`src/hdl/exc_seq_consts.vh`:
```
/*
  Constants for the exception and interrupt sequencer: stack frame size,
  vector selector codes, vector table top address and reset values.
  Assumes an 8-bit core with a 16-bit address bus and a descending stack.
*/
// What this block does
// - Handles maskable requests, software trap, reset and break as flow changes.
// - Software trap starts interrupt processing even while the mask flag is set.
// - Requests are latched; arbitration happens when interrupt processing begins.
// - Arbitration yields a fixed vector selector held stable during processing.
// - Latched winner stays until serviced or the mask flag is cleared while idle.
// - Entry pushes core registers onto the stack before the vector fetch.
// - Entry sets the mask flag so maskable requests are blocked.
// - Return instruction pops saved registers so the program resumes unchanged.
// - Requests checked only at instruction end, with mask clear and source enabled.
// - Highest priority first; pending requests taken at the end of the next program instruction.
// - Index high byte not pushed; trap and break stack PC, maskable requests stack PC minus one.
`ifndef EXC_SEQ_CONSTS_VH
`define EXC_SEQ_CONSTS_VH

`define NUM_SOURCES       8
`define SEL_WIDTH         4
`define SEL_RESET         4'h0
`define SEL_TRAP          4'h1
`define SEL_HW_BASE       4'h2
`define SEL_BREAK         4'hf
`define VECTOR_TOP        16'hfffe
`define MASK_BIT          3
`define CCR_RESET         8'hff
`define SP_RESET          16'h00ff
`define FRAME_BYTES       16'h0005

`endif

```
`src/hdl/stack_frame_mem.v`:
```
/*
  Small register-read memory holding the five stacked bytes of the frame.
  Assumes one write or one read per cycle; read data arrive one cycle late.
*/
`timescale 1ns/1ps
module stack_frame_mem #(
  parameter DEPTH = 256
) (
  input  wire       ref_clk_in,
  input  wire       wr_en_in,
  input  wire [7:0] addr_in,
  input  wire [7:0] wdata_in,
  output reg  [7:0] rdata_out
);
  reg [7:0] mem [0:DEPTH-1];

  // Synchronous write, registered read
  always @(posedge ref_clk_in) begin
    if (wr_en_in) begin
      mem[addr_in] <= wdata_in;
    end
    rdata_out <= mem[addr_in];
  end
endmodule

```
`src/hdl/exception_interrupt_sequencer.v`:
```
/*
  Exception sequencer: latches requests, arbitrates at entry, holds the
  vector selector, runs the stacking and return sequences on the stack memory.
  Assumes the core pulses instruction end, trap and return, and supplies PC,
  A and X to be saved; the stacked CCR is the sequencer's own; restored values come back on the *_out ports.
*/
`timescale 1ns/1ps
`include "exc_seq_consts.vh"
module exception_interrupt_sequencer #(
  parameter N = `NUM_SOURCES
) (
  input  wire                   ref_clk_in,
  input  wire                   rst_in,
  input  wire [N-1:0]           irq_in,
  input  wire [N-1:0]           irq_enable_in,
  input  wire                   instr_done_in,
  input  wire                   software_trap_instruction_in,
  input  wire                   return_from_interrupt_in,
  input  wire                   break_in,
  input  wire                   mask_clear_in,
  input  wire [15:0]            pc_in,
  input  wire [7:0]             acc_in,
  input  wire [7:0]             index_lo_in,
  output reg  [`SEL_WIDTH-1:0]  vector_sel_out,
  output reg  [15:0]            internal_address_bus_out,
  output reg                    write_out,
  output reg                    busy_out,
  output reg                    mask_flag_out,
  output reg  [7:0]             condition_code_register_out,
  output reg  [15:0]            pc_out,
  output reg  [7:0]             acc_out,
  output reg  [7:0]             index_lo_out,
  output reg                    restore_valid_out
);
  // One-hot states
  localparam S_IDLE  = 4'b0001;
  localparam S_ENTRY = 4'b0010;
  localparam S_RET   = 4'b0100;
  localparam S_DONE  = 4'b1000;

  reg [3:0]         state;
  reg [2:0]         step;
  reg [N-1:0]       pend;
  reg [N-1:0]       sync1;
  reg [N-1:0]       sync2;
  reg               winner_valid;
  reg               trap_pend;
  reg [15:0]        sp;
  reg [15:0]        ret_addr;
  reg [7:0]         mem_addr;
  reg [7:0]         mem_wdata;
  reg               mem_we;
  wire [7:0]        mem_rdata;
  wire [N-1:0]      eligible;

  // Lowest index wins; used at entry only, the pending check is |eligible
  function [`SEL_WIDTH-1:0] pick;
    input [N-1:0] req;
    integer k;
    begin
      pick = `SEL_HW_BASE;
      for (k = N - 1; k >= 0; k = k - 1) begin
        if (req[k]) begin
          pick = `SEL_HW_BASE + k[`SEL_WIDTH-1:0];
        end
      end
    end
  endfunction

  assign eligible = pend & irq_enable_in;

  stack_frame_mem #(
    .DEPTH (256)
  ) u_mem (
    .ref_clk_in (ref_clk_in),
    .wr_en_in   (mem_we),
    .addr_in    (mem_addr),
    .wdata_in   (mem_wdata),
    .rdata_out  (mem_rdata)
  );

  // Pins cross two flops before any logic sees them
  always @(posedge ref_clk_in or posedge rst_in) begin
    if (rst_in) begin
      sync1 <= {N{1'b0}};
      sync2 <= {N{1'b0}};
    end else begin
      sync1 <= irq_in;
      sync2 <= sync1;
    end
  end

  // Main sequencer
  always @(posedge ref_clk_in or posedge rst_in) begin
    if (rst_in) begin
      state                       <= S_IDLE;
      step                        <= 3'h0;
      pend                        <= {N{1'b0}};
      winner_valid                <= 1'b0;
      trap_pend                   <= 1'b0;
      sp                          <= `SP_RESET;
      ret_addr                    <= 16'h0000;
      mem_addr                    <= 8'h00;
      mem_wdata                   <= 8'h00;
      mem_we                      <= 1'b0;
      vector_sel_out              <= `SEL_RESET;
      internal_address_bus_out    <= `VECTOR_TOP;
      write_out                   <= 1'b0;
      busy_out                    <= 1'b0;
      mask_flag_out               <= 1'b1;
      condition_code_register_out <= `CCR_RESET;
      pc_out                      <= 16'h0000;
      acc_out                     <= 8'h00;
      index_lo_out                <= 8'h00;
      restore_valid_out           <= 1'b0;
    end else begin
      mem_we            <= 1'b0;
      write_out         <= 1'b0;
      restore_valid_out <= 1'b0;
      pend <= pend | sync2;
      if (mask_clear_in) begin
        mask_flag_out <= 1'b0;
        condition_code_register_out[`MASK_BIT] <= 1'b0;
        if (state == S_IDLE) begin
          winner_valid <= 1'b0;
        end
      end
      if (software_trap_instruction_in) begin
        trap_pend <= 1'b1;
      end
      case (state)
        S_IDLE: begin
          busy_out <= 1'b0;
          // break handled like an unmaskable entry
          if (break_in && instr_done_in) begin
            vector_sel_out <= `SEL_BREAK;
            ret_addr       <= pc_in;
            state          <= S_ENTRY;
            step           <= 3'h0;
            busy_out       <= 1'b1;
          end else if ((trap_pend || software_trap_instruction_in) && instr_done_in) begin
            trap_pend      <= 1'b0;
            vector_sel_out <= `SEL_TRAP;
            ret_addr       <= pc_in;
            state          <= S_ENTRY;
            step           <= 3'h0;
            busy_out       <= 1'b1;
          end else if (instr_done_in && !mask_flag_out && (|eligible)) begin
            if (!winner_valid) begin
              vector_sel_out <= pick(eligible);
              winner_valid   <= 1'b1;
            end
            ret_addr <= pc_in - 16'h0001;
            state    <= S_ENTRY;
            step     <= 3'h0;
            busy_out <= 1'b1;
          end else if (return_from_interrupt_in) begin
            state    <= S_RET;
            step     <= 3'h0;
            busy_out <= 1'b1;
          end
        end
        S_ENTRY: begin
          step <= step + 3'h1;
          case (step)
            3'h0: begin
              internal_address_bus_out <= sp;
              mask_flag_out <= 1'b1;
            end
            3'h1, 3'h2, 3'h3, 3'h4, 3'h5: begin
              internal_address_bus_out <= sp;
              mem_addr  <= sp[7:0];
              mem_we    <= 1'b1;
              write_out <= 1'b1;
              sp        <= sp - 16'h0001;
              case (step)
                3'h1: mem_wdata <= ret_addr[7:0];
                3'h2: mem_wdata <= ret_addr[15:8];
                3'h3: mem_wdata <= index_lo_in;
                3'h4: mem_wdata <= acc_in;
                default: mem_wdata <= condition_code_register_out;
              endcase
            end
            3'h6: begin
              internal_address_bus_out <= `VECTOR_TOP - {11'h000, vector_sel_out, 1'b0};
              condition_code_register_out[`MASK_BIT] <= 1'b1;
            end
            default: begin
              internal_address_bus_out <= `VECTOR_TOP - {11'h000, vector_sel_out, 1'b0}
                                          + 16'h0001;
              state <= S_DONE;
            end
          endcase
        end
        S_RET: begin
          step <= step + 3'h1;
          if (step < 3'h5) begin
            sp       <= sp + 16'h0001;
            mem_addr <= sp[7:0] + 8'h01;
            internal_address_bus_out <= sp + 16'h0001;
          end
          // Read data lag the address by one cycle
          case (step)
            3'h2: condition_code_register_out <= mem_rdata;
            3'h3: acc_out <= mem_rdata;
            3'h4: index_lo_out <= mem_rdata;
            3'h5: pc_out[15:8] <= mem_rdata;
            3'h6: begin
              pc_out[7:0]       <= mem_rdata;
              mask_flag_out     <= condition_code_register_out[`MASK_BIT];
              restore_valid_out <= 1'b1;
              winner_valid      <= 1'b0;
              // others stay pending until the next instruction end
              // A fresh request in the clearing cycle is kept: set beats clear
              pend  <= (pend & ~(winner_valid ?
                       ({{(N-1){1'b0}}, 1'b1} << (vector_sel_out - `SEL_HW_BASE))
                       : {N{1'b0}})) | sync2;
              state <= S_IDLE;
            end
            default: begin
            end
          endcase
        end
        S_DONE: begin
          busy_out <= 1'b0;
          state    <= S_IDLE;
        end
        default: state <= S_IDLE;
      endcase
    end
  end
endmodule

```
`config.mk`:
```
export PLATFORM = sky130hd
export DESIGN_NAME = exception_interrupt_sequencer
export DESIGN_NICKNAME = d
export VERILOG_FILES = /design/src/hdl/stack_frame_mem.v /design/src/hdl/exception_interrupt_sequencer.v
export VERILOG_INCLUDE_DIRS = /design/src /design/src/hdl
export SDC_FILE = /design/constraint.sdc
export NUM_CORES = 2
export LEC_CHECK = 0
export BUFFER_PORTS_ARGS = -buffer_cell sky130_fd_sc_hd__buf_2
export CELL_PAD_IN_SITES_DETAIL_PLACEMENT = 0
export CELL_PAD_IN_SITES_GLOBAL_PLACEMENT = 1
export CORE_MARGIN = 2
export CORE_UTILIZATION = 45
export CTS_BUF_LIST = sky130_fd_sc_hd__clkbuf_8
export DETAILED_ROUTE_END_ITERATION = 10
export PLACE_DENSITY = 0.62
export SLEW_MARGIN = 20
export SYNTH_ARGS = -nofsm -noshare
export SYNTH_HDL_FRONTEND = slang
export SYNTH_HIERARCHICAL = 1
export SYNTH_SLANG_ARGS = --single-unit
```
`constraint.sdc`:
```
create_clock -name ref_clk_in -period 6.3 [get_ports ref_clk_in]
set_clock_uncertainty 0.15 [all_clocks]
set_input_delay 1.26 -clock ref_clk_in [delete_from_list [all_inputs] [get_ports ref_clk_in]]
set_output_delay 1.26 -clock ref_clk_in [all_outputs]
set_load 0.03 [all_outputs]
```
Word level (Yosys, flattened, before mapping):

Memories as Yosys holds them, arrays and structs flattened. A register that Yosys moved wholly into a read port is not among the register bits.
Cells that the tools add are included.

* add/subtract/negate cells: 8
* bitwise operators: 5
* mux-type cells: 70
* reductions and logical operators: 28
* shift operators: 1
* $lt $le $gt $ge: 1
* equal/unequal tests: 16

Operators by type and width (number)
* 16-bit case mux with 2 select lines: 3
* 16-bit two-way mux: 5
* 4-bit two-way mux: 19
* 8-bit two-way mux: 5
* 8-bit case mux with 4 select lines: 1
* 16-bit by 1-bit subtractor with 16-bit output, second input constant: 2
* 1-bit two-way mux: 26
* 2-bit AND reduction: 9
* 16-bit by 1-bit adder with 16-bit output, second input constant: 1
* 8-bit AND: 2
* 8-bit bitwise OR: 2
* 8-bit case mux with 2 select lines: 1
* 3-bit two-way mux: 4
* 4-bit case mux with 3 select lines: 1
* 3-bit equality test, second input constant: 3
* 3-bit AND reduction: 3
* 7-bit by 2-bit adder with 8-bit output, second input constant: 1
* 8-bit by 1-bit adder with 8-bit output, second input constant: 1
* 8-bit NOT: 1
* 1-bit case mux with 2 select lines: 4
* 8-bit OR reduction: 1
* 1-bit by 4-bit left shift with 8-bit output, first input constant: 1
* 7-bit OR reduction: 1
* 2-bit by 6-bit subtractor with 7-bit output, first input constant: 1
* other kinds (23): 31

* memories kept: 1
* memory bits (writable): 2048
* word-level logic and storage cells: 153
* output and inout bits: 64
* bits in registers: 145

Memories
* u_mem.mem: depth 256, bits a word 8, read ports 1, clocked after Yosys merged registers in 1, wr ports 1, line stack_frame_mem.v:15 `reg [7:0] mem [0:DEPTH-1];`

Depth between registers and ports, before layout:

* depth after elaboration: 13
* depth in mapped cells: 10
* mapped depth without buffers: 7

Cells and area by module:

Netlist, hierarchy kept.

Modules (own cells, without submodules)
* stack_frame_mem: sequential area each 61659.1 um^2, cells an instance 3547, area an instance 78492.8 um^2, instances 1
* exception_interrupt_sequencer: sequential area each 3669.8 um^2, cells an instance 647, area an instance 6932.9 um^2, instances 1

Worst setup path after synthesis:

No wires, ideal clock.

* path kind: flip-flop to flip-flop
* start point: register mem_wdata[0]
* end point: memory u_mem.mem[0][0] (data pin)
* arrival time: 3.183 ns
* setup time: 0.804 ns
* path buffers: 0
* required time: 5.346 ns
* clock period less this slack: 4.137 ns
* path slack: 2.163 ns
* cell stages (with the launch flop): 1
* path through: dfrtp_1

RTL lines
* from (decl): line exception_interrupt_sequencer.v:51 `reg [7:0] mem_wdata;`
* from (signal assigned): line exception_interrupt_sequencer.v:177 `3'h1: mem_wdata <= ret_addr[7:0];`
* from (signal assigned): line exception_interrupt_sequencer.v:178 `3'h2: mem_wdata <= ret_addr[15:8];`
* from (signal assigned): line exception_interrupt_sequencer.v:179 `3'h3: mem_wdata <= index_lo_in;`
* to (decl): line stack_frame_mem.v:15

Straight into the memory's write port.

Final worst setup path:

* start point: register mem_addr[1]
* end point: memory u_mem.mem[107][0], enable pin

RTL lines
* from (decl): line exception_interrupt_sequencer.v:50 `reg [7:0] mem_addr;`
* from (signal assigned): line exception_interrupt_sequencer.v:172 `mem_addr <= sp[7:0];`
* from (signal assigned): line exception_interrupt_sequencer.v:199 `mem_addr <= sp[7:0] + 8'h01;`

Straight into the memory's write port.

==> run summary <==
List of most frequent post-synthesis cells -> 2048 x edfxtp_1, 512 x mux4_2, 269 x nor2_1, 266 x a22oi_1, 169 x clkbuf_1
DR DRC count -> 0
Syn_area_per_cell -> 20.4 sq um
GP Congestion -> 0.795
Number of global-route vias before repair -> 43800
CTS Sinks -> 2201
CP Class -> flop to flop
Die Y -> 440 um
Minimum clock period -> 4.07 ns
Setup bufs post-CTS -> 0
Actual slew at the worst max-slew pin -> 1.09 ns
Reg2Reg Setup Slack -> 2.23 ns
CP max-delay cell -> dfrtp_4
Final hold violations -> 0
CP startpoint kind -> flop
EDFF count, synth -> 2048
Die width -> 440 um
Max Clock Freq -> 0.246 GHz
Largest stage delay on the critical path -> 0.68 ns
Outcome -> finished, final reports clean
Final nets -> 4615
Relative slew slack -> 27.3%
Syn nets -> 4263
Reg clk slew, reported paths -> 0.06 ns
Power, Total -> 41.4 mW
Initial Utilization -> 45.4%
Post-Layout Cell Count -> 7312
Overall routing resource usage -> 22.5%
Synth Flop Type -> edfxtp_1
Fin crit share -> 64.5%
Final core occ -> 51.0%
Worst path cell trace -> buf_12, nand2_1, nor2_1, nand2_1, buf_4, nor2_1
Hold crit path type -> primary input to asynchronous set/reset pin
FF-to-FF Start -> mem_addr[1]
Setup TNS -> 0 ns
Top Ports -> 119
Post-Synthesis Cells -> 4194
Max FO, Critical Path -> 61
PortBufs -> 118
Layout area overhead -> 12.3%
Clock Tree Buf Depth -> 4
Worst Setup SP -> mem_addr[1]
FF-to-FF End -> u_mem/mem[107][0]
R2R cell count -> 6
Post-synthesis sequential area ratio -> 76.5%
Core Box Area -> 0.188 sq mm
Final WL -> 217000 um
Fraction of registers with async set/reset -> 6.59%
CTS Buf Count -> 374
Power Dens Cells -> 431 mW/mm^2
Antenna violations before repair -> 3
Setup crit end -> u_mem/mem[107][0]
Crit end category -> flop
DR vias/cell -> 5.87
CTS root buf -> clkbuf_8
VDD IR max -> 0.000337 V
Area leader, netlist -> edfxtp_1
DIE AREA -> 0.193 sq mm
Synth warn -> 6
Synth cell types -> 62
Routed len/inst -> 29.7 um
Rows -> 159
Post-route ant nets -> 0
Slack of the critical path -> 2.23 ns
Mapped cell area -> 0.0854 sq mm
Seq cells post-synth -> 2201
Top cell type's share of synthesized area -> 72.0%
Grt total ovfl -> 0
Critical path data arrival time -> 4.59 ns
CTS tree -> yes
Clk_lat worst skew -> 1.07 ns
1st-pass router iterations -> 7
Resized Gates After CTS -> 0
P_leak -> 30.9 nW
Final number of max-transition violations -> 0
First-pass GRT wire length -> 313000 um
Top cells by area, synth -> edfxtp_1 72%, mux4_2 13%, dfrtp_1 3.3%
Max Cap Viol -> 0
Post-Place Cells -> 6664
RSZ-0062 raised after global routing -> no
Hold buffer count at cts -> 0
Largest net degree at the start of global routing -> 213
CP required -> 6.83 ns
Top-count cell post-synth -> edfxtp_1
Fraction of layout cells with a size suffix above 1 -> 27.2%
Detailed Place HPWL -> 126000 um
Via count -> 43000
Pre-CTS setup slack -> 2.09 ns
Initial DRC count -> 4220
H-tree levels -> 5
Setup-failing EPs final -> 0
-- final cells by class --
class	count	area, sq um
timing repair buffer	239	1740
clock inverter	250	1280
multi-input combinational	1710	18900
sequential	2201	65400
clock buffer	392	5400
tap	2495	3120
fill	15400	92300
inverter	20	80.1
antenna	5	12.5
-- placed cells by master, fill, tap and decap left out, types with 6 or more instances in the layout --
| cell | Yosys | final |
|---|---|---|
| nand2b_1 | 10 | 8 |
| buf_2 | 41 | 118 |
| clkinv_1 | 0 | 93 |
| a21o_1 | 7 | 7 |
| and3_1 | 11 | 11 |
| nor2b_1 | 11 | 7 |
| nand2_1 | 89 | 89 |
| nor3_1 | 44 | 39 |
| mux4_2 | 512 | 512 |
| mux2i_1 | 8 | 8 |
| clkinvlp_4 | 0 | 6 |
| dfxtp_1 | 8 | 8 |
| o21ai_0 | 61 | 60 |
| buf_4 | 17 | 101 |
| dfrtp_4 | 0 | 10 |
| edfxtp_1 | 2048 | 2048 |
| nand3_1 | 26 | 24 |
| or4_1 | 6 | 6 |
| o41ai_1 | 33 | 30 |
| ha_1 | 14 | 14 |
| mux2_2 | 43 | 43 |
| clkinv_2 | 0 | 29 |
| clkbuf_8 | 0 | 392 |
| a32oi_1 | 12 | 12 |
| dfrtp_1 | 112 | 102 |
| a21oi_1 | 161 | 161 |
| bufinv_16 | 0 | 10 |
| dfstp_2 | 33 | 33 |
| and2_1 | 8 | 7 |
| inv_1 | 19 | 127 |
| xor2_1 | 15 | 15 |
| xnor2_1 | 31 | 31 |
| buf_12 | 0 | 17 |
| or3_1 | 7 | 7 |
| nand4_1 | 10 | 10 |
| nor2_1 | 269 | 265 |
| a22oi_1 | 266 | 266 |
-- kinds of logic after synthesis --
kind of cell / share of synthesized area, %
flops: 76.5
compound gates: 4.47
mux: 14.2
simple gates: 2.69
buf+inv: 1.53
xor+xnor: 0.472
fa+ha+maj: 0.205
-- state kept, by name (all words and copies together), names as in the netlist --
register / cells
mem_addr: 8
step: 3
u_mem/mem: 2048
vector_sel_out: 4
internal_address_bus_out: 16
sync1: 8
sp: 16
trap_pend: 1
mem_wdata: 8
winner_valid: 1
mask_flag_out: 1
acc_out: 8
state: 4
u_mem/rdata_out: 8
pend: 8
pc_out: 16
restore_valid_out: 1
sync2: 8
condition_code_register_out: 8
mem_we: 1
ret_addr: 16
index_lo_out: 8
busy_out: 1
-- how the worst min path moves through the flow --
| stage | end | slack (ns) | from |
|---|---|---|---|
| 2_1_floorplan | sync2[0] | 0.18 | sync1[0] |
| 3_3_place_gp | sync2[2] | 0.18 | sync1[2] |
| 3_5_place_dp | sync2[0] | 0.19 | sync1[0] |
| 4_1_cts | sync1[1] | 0.10 | irq_in[1] |
| 5_1_grt | sync1[2] | 0.14 | irq_in[2] |
| 6_report | pend[4] | 0.19 | rst_in |
-- critical path, delay by kind of cell (launching register included) --
family        cells  cell delay [ns]
buf+inv           2             0.89
flops             1             0.68
simple gates      4             1.94
-- where the power goes --
part	internal, mW	switching (mW)
logic	3.65	6.84
registers	18.3	0.911
clock network	6.12	5.55
total	28.1	13.3
-- per-stage QoR --
stage	hold slack, ns	instance area (sq um)
6_report	0.195	95900
5_1_grt	0.144	95900
4_1_cts	0.105	95800
3_5_place_dp	0.187	89200
3_3_place_gp	0.182	89200
2_1_floorplan	0.181	85400
-- per-layer routing --
metal	part of all wire, %	track usage, %	vias up	wire length [um]
met1	43	32.2	22900	93300
met4	2.5	6.53	2	5380
met5	0.0060	0	-	13
met2	48	35.6	1496	105000
li1	-	-	18200	-
met3	6.4	4.16	341	13900
Power figures use the tool's default switching activity.
